--- config.mk ---
export PLATFORM = sky130hd
export DESIGN_NAME = mies_top
export DESIGN_NICKNAME = d
export VERILOG_FILES = /design/src/mies_pkg.sv /design/src/mies_top.sv /design/src/mies_fmem.sv /design/src/mies_alu.sv
export SDC_FILE = /design/constraint.sdc
export NUM_CORES = 1
export LEC_CHECK = 0
export BUFFER_PORTS_ARGS = -buffer_cell sky130_fd_sc_hd__buf_4
export CAP_MARGIN = 40
export CORE_MARGIN = 8
export CORE_UTILIZATION = 25
export CTS_CLUSTER_SIZE = 25
export DETAILED_ROUTE_END_ITERATION = 8
export PLACE_DENSITY_LB_ADDON = 0.15
export SLEW_MARGIN = 10
export SYNTH_ARGS = -nofsm -noshare
export SYNTH_HDL_FRONTEND = slang
export SYNTH_HIERARCHICAL = 1
export SYNTH_SLANG_ARGS = --single-unit
--- constraint.sdc ---
create_clock -name mclk -period 7.1 [get_ports mclk]
set_input_delay 1.42 -clock mclk [delete_from_list [all_inputs] [get_ports mclk]]
set_output_delay 1.42 -clock mclk [all_outputs]
set_load 0.005 [all_outputs]
--- src/mies_pkg.sv ---
// Purpose: Shared constants and types of the instruction execute subset.
// Assumes: One clock; one quarter phase of an instruction lasts one mclk period.
// Notes:   Register offsets are byte addresses on a 32-bit APB.
package mies_pkg;

  // ****************************************
  // Register map
  // ****************************************
  localparam logic [7:0] ADDR_INSTR  = 8'h00;
  localparam logic [7:0] ADDR_WORK   = 8'h04;
  localparam logic [7:0] ADDR_STATUS = 8'h08;
  localparam logic [7:0] ADDR_WDOG   = 8'h0c;
  localparam logic [7:0] ADDR_FADDR  = 8'h10;
  localparam logic [7:0] ADDR_FDATA  = 8'h14;
  localparam logic [7:0] ADDR_DIR    = 8'h18;

  // ****************************************
  // Field layout and reset values
  // ****************************************
  localparam int          FILE_AW      = 7;
  localparam int          FILE_DEPTH   = 128;
  localparam int          DIR_COUNT    = 3;
  localparam logic [6:0]  DIR_FIRST    = 7'h05;
  localparam logic [6:0]  DIR_LAST     = 7'h07;
  localparam logic [2:0]  DIR_SEL_MIN  = 3'h5;
  localparam logic [7:0]  DIR_RESET    = 8'hff;
  localparam logic [7:0]  WORK_RESET   = 8'h00;
  localparam int          STATUS_BUSY  = 5;
  localparam logic [4:0]  FLAGS_RESET  = 5'h18;
  localparam logic [4:0]  FLAGS_SWMASK = 5'h07;

  // ****************************************
  // Opcode patterns
  // ****************************************
  localparam logic [13:0] OPC_DOGCLR   = 14'h0064;
  localparam logic [10:0] OPC_DIRLD_HI = 11'h00c;
  localparam logic [6:0]  OPC_WCLR_HI  = 7'h02;
  localparam logic [5:0]  OPC_ROTL     = 6'h0d;
  localparam logic [5:0]  OPC_ROTR     = 6'h0c;
  localparam logic [5:0]  OPC_SUB     = 6'h02;
  localparam logic [5:0]  OPC_SWAP    = 6'h0e;

  // ****************************************
  // Types
  // ****************************************
  typedef enum logic [4:0] {
    PH_IDLE = 5'b00001,
    PH_Q1   = 5'b00010,
    PH_Q2   = 5'b00100,
    PH_Q3   = 5'b01000,
    PH_Q4   = 5'b10000
  } mies_phase_t;

  typedef enum logic [2:0] {
    OP_NOP, OP_WCLR, OP_DOGCLR, OP_ROTL, OP_ROTR, OP_SUB, OP_SWAP, OP_DIRLD
  } mies_op_t;

  typedef struct packed {
    logic wdtExpired;
    logic sleep;
    logic zero;
    logic halfCarry;
    logic carry;
  } mies_flags_t;

  typedef struct packed {
    logic [7:0] value;
    logic       carry;
    logic       halfCarry;
    logic       zero;
  } mies_alu_t;

endpackage

--- src/mies_top.sv ---
// Purpose: Executes one instruction word of the subset per APB write to the instruction register.
// Assumes: APB master obeys the standard protocol; one mclk per phase.
// Notes:   Every APB transfer, read or write, waits while an instruction runs.
//
// Contract
// - Word 0x0064 clears watchdog counter and prescaler in one cycle.
// - Watchdog clear sets expired and sleep flags, others unchanged.
// - Watchdog clear: decode Q1, no read Q2, clear in Q4.
// - Clear work: no read in Q2, write zero in Q4.
// - Rotate left through carry changes only carry.
// - Rotate right through carry changes only carry.
// - Byte ops read in Q2, compute in Q3, write in Q4.
// - Byte ops take a 7-bit file address and one destination bit.
// - Subtract computes file minus work by two's complement.
// - Subtract updates carry, half carry and zero.
// - Subtract carry is one without borrow, zero when negative.
// - Nibble exchange swaps upper and lower nibbles.
// - Nibble exchange runs one cycle and alters no flag.
// - Direction load copies work to direction register 5 to 7.
// - Direction load pattern is 00 0000 0110 0fff, one cycle.
// - Direction registers are also plain file registers.
// - Destination bit zero writes work, one writes the file.
// - An instruction cycle is four oscillator periods.
//
// Decided for this implementation: the placing of the registers and register access over APB.
`timescale 1ns/1ps
module mies_top import mies_pkg::*; (
  input  wire logic        mclk,
  input  wire logic        reset,
  input  wire logic        psel,
  input  wire logic        penable,
  input  wire logic        pwrite,
  input  wire logic [7:0]  paddr,
  input  wire logic [31:0] pwdata,
  output logic      [31:0] prdata,
  output logic             pready,
  output logic             pslverr,
  output logic      [7:0]  dirOut [DIR_COUNT]
);

  mies_phase_t        phase_r;
  mies_op_t           op_r;
  logic [13:0]        opcode_r;
  logic [7:0]         work_r;
  mies_flags_t        flags_r;
  logic [7:0]         wdtPre_r;
  logic [7:0]         wdtCnt_r;
  logic [6:0]         faddr_r;
  logic [7:0]         operand_r;
  mies_alu_t          aluRes_r;
  logic               rdWait_r;
  logic [7:0]         dirReg_r [DIR_COUNT];
  logic               busy;
  logic               access;
  logic               wrCommit;
  logic [6:0]         fileAddr;
  logic               destFile;
  logic               isByte;
  logic               atQ4;
  logic               fileHitDir;
  logic               apbHitDir;
  logic [7:0]         operandNow;
  logic               memWe;
  logic [6:0]         memAddr;
  logic [7:0]         memWdata;
  logic [7:0]         memRdata;
  mies_alu_t          aluRes;
  logic [31:0]        readMux;
  logic               mapped;

  // ****************************************
  // Decode
  // ****************************************
  function automatic mies_op_t decodeOp(input logic [13:0] w);
    mies_op_t o;
    o = OP_NOP;
    if (w == OPC_DOGCLR) begin
      o = OP_DOGCLR;
    // direction load pattern, selector 5 to 7.
    end else if (w[13:3] == OPC_DIRLD_HI && w[2:0] >= DIR_SEL_MIN) begin
      o = OP_DIRLD;
    end else if (w[13:7] == OPC_WCLR_HI) begin
      o = OP_WCLR;
    end else begin
      case (w[13:8])
        OPC_ROTL: o = OP_ROTL;
        OPC_ROTR: o = OP_ROTR;
        OPC_SUB:  o = OP_SUB;
        OPC_SWAP: o = OP_SWAP;
        default:  o = OP_NOP;
      endcase
    end
    return o;
  endfunction

  function automatic logic isDir(input logic [6:0] a);
    return (a >= DIR_FIRST) && (a <= DIR_LAST);
  endfunction

  assign fileAddr   = opcode_r[6:0];
  assign destFile   = opcode_r[7];
  assign isByte     = (op_r == OP_ROTL) || (op_r == OP_ROTR) ||
                      (op_r == OP_SUB) || (op_r == OP_SWAP);
  assign busy       = (phase_r != PH_IDLE);
  assign atQ4       = (phase_r == PH_Q4);
  assign access     = psel && penable;
  assign wrCommit   = access && pready && pwrite;
  assign fileHitDir = isDir(fileAddr);
  assign apbHitDir  = isDir(faddr_r);

  // ****************************************
  // Quarter phase sequencer
  // ****************************************
  // four periods per instruction cycle.
  always_ff @(posedge mclk) begin
    if (reset) begin
      phase_r <= PH_IDLE;
    end else begin
      unique case (phase_r)
        PH_IDLE: if (wrCommit && paddr == ADDR_INSTR) phase_r <= PH_Q1;
        PH_Q1:   phase_r <= PH_Q2;
        PH_Q2:   phase_r <= PH_Q3;
        PH_Q3:   phase_r <= PH_Q4;
        PH_Q4:   phase_r <= PH_IDLE;
        default: phase_r <= PH_IDLE;
      endcase
    end
  end

  always_ff @(posedge mclk) begin
    if (reset) begin
      opcode_r <= 14'h0000;
      op_r     <= OP_NOP;
    end else if (phase_r == PH_IDLE && wrCommit && paddr == ADDR_INSTR) begin
      opcode_r <= pwdata[13:0];
    end else if (phase_r == PH_Q1) begin
      op_r <= decodeOp(opcode_r);
    end
  end

  // ****************************************
  // File register access and compute
  // ****************************************
  // address held from Q1, data arrives in Q2.
  assign memAddr    = busy ? fileAddr : faddr_r;
  assign memWdata   = busy ? aluRes_r.value : pwdata[7:0];
  assign memWe      = busy ? (atQ4 && isByte && destFile && !fileHitDir)
                           : (wrCommit && paddr == ADDR_FDATA && !apbHitDir);
  // direction registers answer at their file addresses.
  assign operandNow = fileHitDir ? dirReg_r[2'(fileAddr - DIR_FIRST)] : memRdata;

  mies_fmem mies_fmem_inst (
    .mclk  (mclk),
    .we    (memWe),
    .addr  (memAddr),
    .wdata (memWdata),
    .rdata (memRdata)
  );

  mies_alu mies_alu_inst (
    .op      (op_r),
    .operand (operandNow),
    .work    (work_r),
    .carryIn (flags_r.carry),
    .res     (aluRes)
  );

  always_ff @(posedge mclk) begin
    if (reset) begin
      operand_r <= 8'h00;
      aluRes_r  <= '0;
    end else if (phase_r == PH_Q3) begin
      operand_r <= operandNow;
      aluRes_r  <= aluRes;
    end
  end

  // ****************************************
  // Working register and flags
  // ****************************************
  always_ff @(posedge mclk) begin
    if (reset) begin
      work_r <= WORK_RESET;
    end else if (!busy && wrCommit && paddr == ADDR_WORK) begin
      work_r <= pwdata[7:0];
    end else if (atQ4 && op_r == OP_WCLR) begin
      work_r <= 8'h00;
    end else if (atQ4 && isByte && !destFile) begin
      work_r <= aluRes_r.value;
    end
  end

  always_ff @(posedge mclk) begin
    if (reset) begin
      flags_r <= mies_flags_t'(FLAGS_RESET);
    end else if (!busy && wrCommit && paddr == ADDR_STATUS) begin
      flags_r <= (flags_r & ~FLAGS_SWMASK) | (pwdata[4:0] & FLAGS_SWMASK);
    end else if (atQ4) begin
      case (op_r)
        // set expired and sleep flags only.
        OP_DOGCLR: begin
          flags_r.wdtExpired <= 1'b1;
          flags_r.sleep      <= 1'b1;
        end
        OP_WCLR: flags_r.zero <= 1'b1;
        OP_ROTL, OP_ROTR: flags_r.carry <= aluRes_r.carry;
        OP_SUB: begin
          flags_r.carry     <= aluRes_r.carry;
          flags_r.halfCarry <= aluRes_r.halfCarry;
          flags_r.zero      <= aluRes_r.zero;
        end
        default: flags_r <= flags_r;
      endcase
    end
  end

  // ****************************************
  // Watchdog counter and prescaler
  // ****************************************
  // both cleared together.
  always_ff @(posedge mclk) begin
    if (reset || (atQ4 && op_r == OP_DOGCLR)) begin
      // clear lands in the final phase.
      wdtPre_r <= 8'h00;
      wdtCnt_r <= 8'h00;
    end else begin
      wdtPre_r <= wdtPre_r + 8'h01;
      if (wdtPre_r == 8'hff) begin
        wdtCnt_r <= wdtCnt_r + 8'h01;
      end
    end
  end

  // ****************************************
  // Direction registers
  // ****************************************
  for (genvar i = 0; i < DIR_COUNT; i++) begin : g_dir
    always_ff @(posedge mclk) begin
      if (reset) begin
        dirReg_r[i] <= DIR_RESET;
      end else if (!busy && wrCommit && paddr == ADDR_FDATA && apbHitDir &&
                   2'(faddr_r - DIR_FIRST) == 2'(i)) begin
        // direct write as a file register.
        dirReg_r[i] <= pwdata[7:0];
      end else if (atQ4 && op_r == OP_DIRLD &&
                   2'(opcode_r[2:0] - DIR_SEL_MIN) == 2'(i)) begin
        // copy work to the selected register.
        dirReg_r[i] <= work_r;
      end else if (atQ4 && isByte && destFile && fileHitDir &&
                   2'(fileAddr - DIR_FIRST) == 2'(i)) begin
        dirReg_r[i] <= aluRes_r.value;
      end
    end
    assign dirOut[i] = dirReg_r[i];
  end

  // ****************************************
  // APB slave
  // ****************************************
  always_comb begin
    readMux = 32'h0000_0000;
    mapped  = 1'b1;
    case (paddr)
      ADDR_INSTR:  readMux = {18'h00000, opcode_r};
      ADDR_WORK:   readMux = {24'h000000, work_r};
      ADDR_STATUS: readMux = {26'h0000000, busy, flags_r};
      ADDR_WDOG:   readMux = {16'h0000, wdtCnt_r, wdtPre_r};
      ADDR_FADDR:  readMux = {25'h0000000, faddr_r};
      ADDR_FDATA:  readMux = {24'h000000,
                              apbHitDir ? dirReg_r[2'(faddr_r - DIR_FIRST)] : memRdata};
      ADDR_DIR:    readMux = {8'h00, dirReg_r[2], dirReg_r[1], dirReg_r[0]};
      default:     mapped  = 1'b0;
    endcase
  end

  always_ff @(posedge mclk) begin
    if (reset) begin
      faddr_r <= 7'h00;
    end else if (wrCommit && paddr == ADDR_FADDR) begin
      faddr_r <= pwdata[6:0];
    end
  end

  always_ff @(posedge mclk) begin
    if (reset) begin
      pready   <= 1'b0;
      pslverr  <= 1'b0;
      prdata   <= 32'h0000_0000;
      rdWait_r <= 1'b0;
    end else if (pready) begin
      pready   <= 1'b0;
      pslverr  <= 1'b0;
      rdWait_r <= 1'b0;
    end else if (access && !busy) begin
      if (!pwrite && paddr == ADDR_FDATA && !rdWait_r) begin
        rdWait_r <= 1'b1;
      end else begin
        pready  <= 1'b1;
        pslverr <= !mapped;
        prdata  <= pwrite ? 32'h0000_0000 : readMux;
      end
    end
  end
endmodule

--- src/mies_fmem.sv ---
// Purpose: File register memory, one write and one registered read port.
// Assumes: Read during write returns the old word.
// Notes:   Contents are not reset.
`timescale 1ns/1ps
module mies_fmem import mies_pkg::*; (
  input  wire logic               mclk,
  input  wire logic               we,
  input  wire logic [FILE_AW-1:0] addr,
  input  wire logic [7:0]         wdata,
  output logic      [7:0]         rdata
);

  logic [7:0] mem [FILE_DEPTH];

  always_ff @(posedge mclk) begin
    if (we) begin
      mem[addr] <= wdata;
    end
    rdata <= mem[addr];
  end

endmodule

--- src/mies_alu.sv ---
// Purpose: Data path of the byte-oriented operations.
// Assumes: Operand and working register are stable during the compute phase.
// Notes:   Purely combinational; the caller picks which flags to keep.
`timescale 1ns/1ps
module mies_alu import mies_pkg::*; (
  input  wire mies_op_t   op,
  input  wire logic [7:0] operand,
  input  wire logic [7:0] work,
  input  wire logic       carryIn,
  output mies_alu_t       res
);

  logic [8:0] sum9;
  logic [4:0] low5;

  always_comb begin
    sum9 = {1'b0, operand} + {1'b0, ~work} + 9'h001;
    low5 = {1'b0, operand[3:0]} + {1'b0, ~work[3:0]} + 5'h01;
    res  = '0;
    res.carry = carryIn;
    case (op)
      OP_ROTL: begin
        res.value = {operand[6:0], carryIn};
        res.carry = operand[7];
      end
      OP_ROTR: begin
        res.value = {carryIn, operand[7:1]};
        res.carry = operand[0];
      end
      OP_SUB: begin
        res.value     = sum9[7:0];
        res.carry     = sum9[8];
        res.halfCarry = low5[4];
      end
      OP_SWAP: res.value = {operand[3:0], operand[7:4]};
      default: res.value = 8'h00;
    endcase
    res.zero = (res.value == 8'h00);
  end

endmodule

# ---- Yosys cells after proc, flatten, opt, wreduce, memory -nomap -nowiden
# Memories as Yosys holds them, arrays and structs flattened. A register that Yosys moved wholly into a read port is not among the register bits.
# Cells that the tools add are included.
dict set report word_totals {
  reg_bits 104
  ram_bits 1048
  inputBits 45
  out_inout_bits 58
  word_cells 233
  n_memories 2
}
dict set report op_classes {
  addsub 9
  n_lt_le_gt_ge 5
  eq_ne 34
  muxes 76
  n_bitwise 16
  n_reduce_logical 71
}
# memory depth word_bits read_ports rd_ports_with_merged_regs write_ports line
set memory_table {}
lappend memory_table {mies_fmem_inst.mem 128 8 1 1 1 mies_fmem.sv:13} ;# logic [7:0] mem [FILE_DEPTH];
lappend memory_table {dirReg_r 3 8 5 0 3 mies_top.sv:52} ;# logic [7:0] dirReg_r [DIR_COUNT];
# op count
set op_table {}
lappend op_table {{$pmux 24 s7} 1}
lappend op_table {{$mux 8} 15}
lappend op_table {{$mux 1} 46}
lappend op_table {{$logic_and 1x1->1} 37}
lappend op_table {{$mux 32} 1}
lappend op_table {{$pmux 8 s4} 1}
lappend op_table {{$eq 8x5->1 const B} 3}
lappend op_table {{$pmux 5 s4} 1}
lappend op_table {{$eq 6x4->1 const B} 3}
lappend op_table {{$add 8x1->8 const B} 2}
lappend op_table {{$eq 8x4->1 const B} 2}
lappend op_table {{$logic_not 8->1} 2}
lappend op_table {{$mux 5} 3}
lappend op_table {{$eq 14x7->1 const B} 1}
lappend op_table {{$ge 7x3->1 const B} 2}
lappend op_table {{$le 7x3->1 const B} 2}
lappend op_table {{$reduce_and 2->1} 7}
lappend op_table {{$eq 3x3->1 const B} 4}
lappend op_table {{$pmux 3 s4} 1}
lappend op_table {{$eq 11x4->1 const B} 1}
lappend op_table {{$add 8x8->9} 1}
lappend op_table {{$add 9x1->9 const B} 1}
lappend op_table {{$mux 3} 3}
lappend op_table {{$or 1x1->1} 9}
lappend op_table {{other kinds (36)} 62}

# ---- Logic depth before layout (Yosys ltp)
# Gate-level depths: netlist of run 1.
dict set report logic_depth {
  ltp_word 14
  ltp_mapped 18
  mapped_depth_nobuf 17
}

# ---- Modules after synthesis
# The synthesis of run 1 kept the hierarchy.
# mod instances cells_per_inst area_each_um2 seq_area_each_um2
set modules_own_cells {}
lappend modules_own_cells {mies_fmem 1 2475 40433.8 30909.6}
lappend modules_own_cells {mies_top 1 734 6716.4 2622.5}
lappend modules_own_cells {mies_alu 1 111 743.2 0.0}

# ---- Worst setup path after synthesis of run 1
# OpenSTA, ideal clock, no wires.
dict set report synth_timing {
  kind {input to register}
  startpoint {input pwdata[1]}
  endpoint {memory mies_fmem_inst.mem[0][1], data pin}
  setup_ps 1198
  t_arrival_ps 6501
  required_ps 5902
  slack_ps -599
  path_stages 2
  path_buffers 0
  path_cell_list {inv_1 o21ai_0}
}
dict set report synth_between {
  elab_chain_len 1
}
# element line
set synth_lines {}
lappend synth_lines {{from (decl)} mies_top.sv:34} ;# input wire logic [31:0] pwdata,
lappend synth_lines {{$mux 8} mies_top.sv:146} ;# assign memWdata = busy ? aluRes_r.value : pwdata[7:0];
lappend synth_lines {{net memWdata[1]} mies_top.sv:65} ;# logic [7:0] memWdata;
lappend synth_lines {{to (decl)} mies_fmem.sv:13}
# The timed path passes the listed nets, and every way through them passes these cells.

# ---- Worst setup path after layout of run 1
dict set report layout_timing {
  startpoint {register phase_r[0]}
  endpoint {register mies_fmem_inst.rdata[5], read port of mies_fmem_inst.mem}
}
dict set report layout_between {
  elab_chain_len 2
}
# element line
set layout_lines {}
lappend layout_lines {{from (decl)} mies_top.sv:41} ;# mies_phase_t phase_r;
lappend layout_lines {{from (signal assigned)} mies_top.sv:117} ;# phase_r <= PH_IDLE;
lappend layout_lines {{from (signal assigned)} mies_top.sv:120} ;# PH_IDLE: if (wrCommit && paddr == ADDR_INSTR) phase_r <= PH_Q1;
lappend layout_lines {{from (signal assigned)} mies_top.sv:121} ;# PH_Q1: phase_r <= PH_Q2;
lappend layout_lines {{$ne 5x1->1} mies_top.sv:104} ;# assign busy = (phase_r != PH_IDLE);
lappend layout_lines {{$mux 7} mies_top.sv:145} ;# assign memAddr = busy ? fileAddr : faddr_r;
lappend layout_lines {{net memAddr[0]} mies_top.sv:64} ;# logic [6:0] memAddr;
lappend layout_lines {{to (decl)} mies_fmem.sv:10} ;# output logic [7:0] rdata
# The timed path passes the listed nets, and every way through them passes these cells.
# A chain may end at the register's enable or synchronous reset.

==> summary.md, run 1 <==
| Metric | Value |
|---|---|
| Post-Synth Adder-Cell Area | 0.512% |
| Worst path required time | around 7.7 ns |
| Fillers | ~19000 |
| Placer Congestion | between 0.8 and 0.9 |
| Final slew viol count | 0 |
| PostCTS Resize Cnt | 0 |
| Ports | 103 |
| Worst-margin pin slew | about 0.9 ns |
| Antenna violations before repair | 3 |
| CTS tree | yes |
| Max Clk Rate | 202 MHz |
| Mean Syn Cell Area | around 14 um2 |
| Die Area | about 210000 um2 |
| Most frequent cells in the layout | edfxtp_1 (1048), nor2_1 (319), buf_4 (280), a221oi_1 (231), nand2_1 (196) |
| Root buffer cell | clkbuf_16 |
| Design Area, Final | around 57000 um2 |
| Clk_skew | between 0.05 and 0.06 ns |
| Final HPWL DP | around 120 mm |
| Post-CTS Setup Bufs | 0 |
| Gr ovfl total | 0 |
| Number of DRC markers in iteration 0 | 2608 |
| Starting density of the core | 25.2% |
| Total GRT Usage | roughly 17% |
| Synth top area share | about 66% |
| Post-synthesis cell area | ~48000 um2 |
| DRT antenna net count | 0 |
| First drt pass iteration count | 6 |
| Largest family of logic cells by synthesized area | compound AO/OA/AOI/OAI gates |
| Post-synthesis compound-gate area fraction | roughly 14% |
| Power Dens Cells | between 200 and 300 nW/um2 |
| Post-synthesis sequential area ratio | ~70% |
| Final WL | about 180 mm |
| FP Rows | 160 |
| EDFF count, synth | 1048 |
| Relative slew slack | slightly below 40% |
| Final period util | roughly 70% |
| DRC viols | 0 |
| Critical Path Start Type | flop |
| Die X-Extent | 454 um |
| RSZ-0062 raised after global routing | false |
| Worst vdd ir | around 0.00026 V |
| Final setup viols | 0 |
| Cells after Synth | 3320 |
| Simple-gate share of the synthesized area | roughly 7.4% |
| Tmin final | 4.96 ns |
| Pleak | 0.0179 uW |
| Layout area overhead | 18.8% |
| Clock-pin slew on the worst setup and hold paths | roughly 0.07 ns |
| Asr flop ratio synth | 0% |
| Crit path DAT | 5.53 ns |
| Die Span Y | about 450 um |
| Clock Tree Buf Depth | 3 |
| Vias post-DR | 31117 |
| CTS Hold Bufs | 0 |
| Synth unique cells | 95 |
| Crit Path Max Fanout | 31 |
| CORE AREA | ~190000 um2 |
| IO buf count | between 70 and 80 |
| Outcome | finished, final reports clean |
| Crit end category | flop |
| TNS Setup | 0 ns |
| Hold Vio Cnt, Final | 0 |
| Num CTS Buffers | 136 |
| DR vias/cell | about 5 |
| Area occupied by multi-input gates | 13100 um2 |
| H-tree Lvls | 4 |
| Hold Path Class | flop to flop |
| Max-cap viol count | 0 |
| Most common cell after layout, fill and taps aside | edfxtp_1 |
| Seq cells post-synth | 1151 |
| Synthesis Warnings | 6 |
| Critical path class | flop to flop |
| Vias in the first global route | between 30000 and 40000 |
| Xor/xnor share of the synthesized area | less than 1% |
| DP Area | about 53000 um2 |
| DR WL/cell | 28.9 um |
| Post-synth top area cell | edfxtp_1 |
| Layout cells sized above 1 | 18.4% |
| Fin nets | ~3600 |
| Worst-Skew Late Latency | about 0.79 ns |
| Multiplexer share of the synthesized area | 5.13% |
| Primary FF master, synth | edfxtp_1 |
| Reg area | between 30000 and 40000 um2 |
| Main area contributors after synthesis | edfxtp_1 (66%), dfxtp_1 (4.3%), a221oi_1 (4.2%), nor2_1 (2.5%), mux2i_1 (2.4%) |
| Clock sink count | ~1200 |
| Largest net degree at the start of global routing | 75 |
| First-pass GRT wire length | approximately 250 mm |
## stage by stage
stage	total power (uW)	instances	util (%)	hold slack (ns)	setup WS, ns
floorplan	7630	3327	-	0.431	1.60
global placement	7740	5816	27.2	0.450	1.81
detailed placement	7760	5903	27.6	0.450	1.85
CTS	14600	6141	29.9	0.458	2.15
global route	14800	6143	29.9	0.479	1.85
finish	14400	6144	29.9	0.455	2.14
## logic make-up (layout without fill, tap and decap cells)
group,count (synthesis),after routing
mux,217,217
fa+ha+maj,19,19
buf+inv,276,581
simple gates,765,765
compound gates,871,871
xor+xnor,20,20
flops,1151,1151
other cells,1,9
## sequential cells by signal, summed over array words and instances (netlist names)
name                  flops
aluRes_r                 11
mies_fmem_inst/mem     1024
rdWait_r                  1
prdata                   24
flags_r                   4
op_r                      3
opcode_r                 14
mies_fmem_inst/rdata      8
wdtCnt_r                  8
work_r                    8
phase_r                   5
faddr_r                   7
pslverr                   1
dirReg_r                 24
wdtPre_r                  8
pready                    1
## power by group
part | switching, uW | internal (uW) | leakage (uW)
Combinational | 168 | 44.2 | 0.00561
Clock | 2950 | 3810 | 0.00209
Sequential | 10.8 | 7390 | 0.0102
Total | 3130 | 11200 | 0.0179
## cells in the mapped netlist (all sizes together), types with 7 or more instances
cell,instances
o22a,11
a21oi,153
a32oi,7
ha,18
nor4,9
o2111ai,7
a221o,22
o221ai,18
and2,17
o31ai,7
xnor2,9
mux4,14
a221oi,234
mux2i,117
nand4,17
and3,9
a22oi,81
nor2b,23
inv,28
o22ai,27
dfxtp,103
nand2,200
clkbuf,97
nand2b,13
mux2,86
a22o,62
buf,151
xor2,11
nor3,43
nor2,321
or2,25
a211oi,11
edfxtp,1048
o211ai,18
o21ai,130
o221a,25
nand3,49
## per-layer routing
layer,global-route usage [%],share of wire (%)
met2,28.0,48
met1,22.8,45
met5,0,0
met3,2.56,4.8
met4,4.07,2.3
## worst paths after layout
check	start	endpoint	slack, ns	depth (start not counted)
max	phase_r[0]$_SDFFE_PP1P_	mies_fmem_inst/rdata[5]$_DFF_P_	2.14	13
min	prdata[23]$_SDFFE_PP0P_	prdata[23]$_SDFFE_PP0P_	0.46	2
max reg2reg	phase_r[0]$_SDFFE_PP1P_	mies_fmem_inst/rdata[5]$_DFF_P_	2.14	13
min reg2reg	prdata[23]$_SDFFE_PP0P_	prdata[23]$_SDFFE_PP0P_	0.46	2
## final cells by class
class	count	area share [%]
timing repair buffer	315	4.74
multi-input combinational	1900	23.0
sequential	1151	58.9
antenna	1	0.00440
clock buffer	170	6.29
inverter	28	0.191
tap	2511	5.52
clock inverter	68	1.28
## critical path: stages (launching register included)
cell	delay, ns
dfxtp_1	0.48
nor2b_1	0.30
nand2_1	0.41
o21ai_4	0.67
buf_12	0.31
nor2_4	0.17
buf_4	0.38
buf_4	0.31
a221oi_1	0.25
nor2_1	0.09
o21ai_0	0.30
nand4_1	0.22
nor3_1	0.55
nand4_1	0.26
Power figures use the tool's default switching activity.
==> run 2: changes to the inputs <==
--- a/config.mk
+++ b/config.mk
@@ -5,6 +5,7 @@
 export SDC_FILE = /design/constraint.sdc
 export NUM_CORES = 1
 export LEC_CHECK = 0
+export ABC_AREA = 1
 export BUFFER_PORTS_ARGS = -buffer_cell sky130_fd_sc_hd__buf_4
 export CAP_MARGIN = 40
 export CORE_MARGIN = 8
==> constraint.sdc (replaced) <==
create_clock -name mclk -period 4.6 [get_ports mclk]
set_input_delay 0.92 -clock mclk [delete_from_list [all_inputs] [get_ports mclk]]
set_output_delay 0.92 -clock mclk [all_outputs]
set_load 0.005 [all_outputs]
==> summary.md, run 2 <==
| Metric | Value |
|---|---|
| Worst-margin pin slew | 0.860 ns (was 0.902 ns) |
| Clk_skew | 0.0353 ns (was 0.0555 ns) |
| Final WL | 165 mm (was 177 mm) |
| Hold Vio Cnt, Final | 0 (unchanged) |
| Num CTS Buffers | 142 (was 136) |
| H-tree Lvls | 4 (unchanged) |
| Primary FF master, synth | edfxtp_1 (unchanged) |
| Multiplexer share of the synthesized area | 0% (was 5.13%) |
| Post-Synth Adder-Cell Area | 0.472% (was 0.512%) |
| Post-synthesis sequential area ratio | 64.6% (was 70.0%) |
| DP Area | 56600 um2 (was 52500 um2) |
| Main area contributors after synthesis | edfxtp_1 (61%), nand2_1 (22%), dfxtp_1 (4.0%), nor2_1 (2.3%), inv_1 (1.7%) (was edfxtp_1 (66%), dfxtp_1 (4.3%), a221oi_1 (4.2%), nor2_1 (2.5%), mux2i_1 (2.4%)) |
| Most numerous cell in the Yosys netlist | nand2_1 (was edfxtp_1) |
| Post-synthesis cell area | 51900 um2 (was 47900 um2) |
| Antenna violations before repair | 2 (was 3) |
| Synthesis Warnings | 6 (unchanged) |
| Vias in the first global route | 36703 (was 31216) |
| CORE AREA | 207000 um2 (was 190000 um2) |
| DR WL/cell | 19.2 um (was 28.9 um) |
| Design Area, Final | 61000 um2 (was 56900 um2) |
| Post-synth top area cell | edfxtp_1 (unchanged) |
| DRT antenna net count | 0 (unchanged) |
| First drt pass iteration count | 7 (was 6) |
| Clock Tree Buf Depth | 3 (unchanged) |
| Die X-Extent | 472 um (was 454 um) |
| Largest family of logic cells by synthesized area | simple AND/OR/NAND/NOR gates (was compound AO/OA/AOI/OAI gates) |
| Most common cell after layout, fill and taps aside | nand2_1 (was edfxtp_1) |
| DR vias/cell | 4.33 (was 5.06) |
| Largest net degree at the start of global routing | 129 (was 75) |
| RSZ-0062 raised after global routing | false (unchanged) |
| Layout cells sized above 1 | 10.1% (was 18.4%) |
| Synth top area share | 60.6% (was 65.7%) |
| Post-synth top cells | nand2_1 (3071), edfxtp_1 (1048), nor2_1 (325) (was edfxtp_1 (1048), nor2_1 (320), a221oi_1 (231)) |
| Worst-Skew Late Latency | 0.79 ns (about the same) |
| Relative slew slack | 42.4% (was 39.7%) |
| Cells after Synth | 5600 (was 3320) |
| Clock sink count | 1151 (unchanged) |
| TNS Setup | 0 ns (unchanged) |
| Post-synthesis compound-gate area fraction | 2.64% (was 13.6%) |
| Pleak | 0.0247 uW (was 0.0179 uW) |
| Outcome | finished, final reports clean (unchanged) |
| Layout area overhead | 17.5% (was 18.8%) |
| Post-CTS Setup Bufs | 0 (unchanged) |
| Crit Path Max Fanout | 23 (was 31) |
| Max FFs per register | 1024 (unchanged) |
| Fin nets | 5841 (was 3596) |
| Vias post-DR | 37172 (was 31117) |
| Mean Syn Cell Area | 9.27 um2 (was 14.4 um2) |
| DRC viols | 0 (unchanged) |
| Max Clk Rate | 254 MHz (was 202 MHz) |
| IO buf count | 76 (unchanged) |
| CTS tree | yes (unchanged) |
| Critical path class | flop to flop (unchanged) |
| Final slew viol count | 0 (unchanged) |
| Simple-gate share of the synthesized area | 27.7% (was 7.45%) |
| Final HPWL DP | 101 mm (was 117 mm) |
| Number of DRC markers in iteration 0 | 2806 (was 2608) |
| Crit path DAT | 4.33 ns (was 5.53 ns) |
| Power Dens Cells | 367 nW/um2 (was 253 nW/um2) |
| Xor/xnor share of the synthesized area | 0.0337% (was 0.366%) |
| Die Area | 223000 um2 (was 206000 um2) |
| Placer Congestion | 0.849 (was 0.812) |
| CP max stage cell | o21ai_0 (was o21ai_4) |
| Buf+Inv Stages, Crit Path | 4 (was 3) |
| Tmin final | 3.93 ns (was 4.96 ns) |
| Largest regs | mies_fmem_inst/mem (1024), dirReg_r (24), prdata (24) (unchanged) |
| First-pass GRT wire length | 246 mm (was 249 mm) |
| EDFF count, synth | 1048 (unchanged) |
| Crit-path leading delay family | simple AND/OR/NAND/NOR gates (unchanged) |
| Worst vdd ir | 0.000344 V (was 0.000263 V) |
| PostCTS Resize Cnt | 0 (unchanged) |
| Starting density of the core | 25.1% (was 25.2%) |
| Most frequent cells in the layout | nand2_1 (3071), edfxtp_1 (1048), nor2_1 (323), buf_4 (263), inv_1 (237) (was edfxtp_1 (1048), nor2_1 (319), buf_4 (280), a221oi_1 (231), nand2_1 (196)) |
| Crit end category | flop (unchanged) |
| Crit path cell chain | inv_1 > nor2_4 > nand3_4 > buf_4 > o21ai_0 > buf_4 > nand2_1 > inv_1 > nand2_1 > nor2_1 (was nor2b_1 > nand2_1 > o21ai_4 > buf_12 > nor2_4 > buf_4 > buf_4 > a221oi_1 > nor2_1 > o21ai_0 > nand4_1 > nor3_1 > nand4_1) |
| CTS Hold Bufs | 0 (unchanged) |
| Critical Path Start Type | flop (unchanged) |
| Most flop-heavy register | mies_fmem_inst/mem (unchanged) |
| Gr ovfl total | 0 (unchanged) |
| Max incr delay on CP | 0.69 ns (was 0.67 ns) |
| Hold Path Class | input pin to flop (was flop to flop) |
| Clock-pin slew on the worst setup and hold paths | 0.06 ns (was 0.07 ns) |
| Total GRT Usage | 14.5% (was 16.7%) |
| Die Span Y | 472 um (was 454 um) |
| Max-cap viol count | 0 (unchanged) |
| FP Rows | 167 (was 160) |
| Final period util | 85.5% (was 69.8%) |
| Final setup viols | 0 (unchanged) |
| Synth unique cells | 47 (was 95) |
| Ports | 103 (unchanged) |
| Root buffer cell | clkbuf_16 (unchanged) |
| Asr flop ratio synth | 0% (unchanged) |
| Seq cells post-synth | 1151 (unchanged) |
| Worst path required time | 5.00 ns (was 7.67 ns) |
run 2: routing by layer:
layer	GRT usage (%)	routed length, um
met1	19.9	77900
met2	24.2	78100
met3	2.14	5730
met4	3.07	2960
met5	0	0
run 2: tightest hold or removal path, delay by kind of cell:
family	cells	cell delay, ns
buf+inv	1	0.08
compound gates	2	0.18
run 2: power by group:
| part | internal, uW | switching, uW |
|---|---|---|
| logic | 62.9 | 265 |
| registers | 11400 | 4.11 |
| clock network | 6070 | 4580 |
| total | 17500 | 4850 |
run 2: logic make-up after synthesis:
kind of cell,count (synthesis)
and+or+nand+nor,3656
DFF,1151
buffers and inverters,519
AOI/OAI and AO/OA,252
adders and majority gates,19
xor gates and xnor gates,2
other,1
run 2: final timing paths:
path / startpoint / end / slack, ns / cells past startpoint
worst max register to register: phase_r[0]$_SDFFE_PP1P_ / mies_fmem_inst/mem[89][2]$_DFFE_PP_ / 0.67 / 10
worst min register to register: wdtCnt_r[7]$_SDFFE_PP0N_ / wdtCnt_r[7]$_SDFFE_PP0N_ / 0.46 / 2
worst max-delay path: phase_r[0]$_SDFFE_PP1P_ / mies_fmem_inst/mem[89][2]$_DFFE_PP_ / 0.67 / 10
worst min-delay path: pwdata[9] / opcode_r[9]$_SDFFE_PP0P_ / 0.46 / 3
run 2: final cells by class:
type / count / area, um2
Sequential cell: 1151 / 33500
Clock buffer: 180 / 3810
Timing Repair Buffer: 291 / 2520
Multi-Input combinational cell: 3937 / 16200
Antenna cell: 1 / 2.50
Clock inverter: 71 / 609
Fill cell: 21826 / 146000
Tap cell: 2704 / 3380
Inverter: 254 / 983
run 2: metrics by stage:
step / hold slack [ns] / cells / total power (uW) / setup WS [ns] / utilization, %
floorplan: 0.423 / 5607 / 11800 / 1.16 / -
global placement: 0.452 / 8330 / 12000 / 0.614 / 27.3
detailed placement: 0.459 / 8337 / 12000 / 0.660 / 27.4
CTS: 0.393 / 8588 / 22800 / 0.633 / 29.5
global route: 0.452 / 8588 / 23200 / 0.383 / 29.5
finish: 0.461 / 8589 / 22400 / 0.666 / 29.5
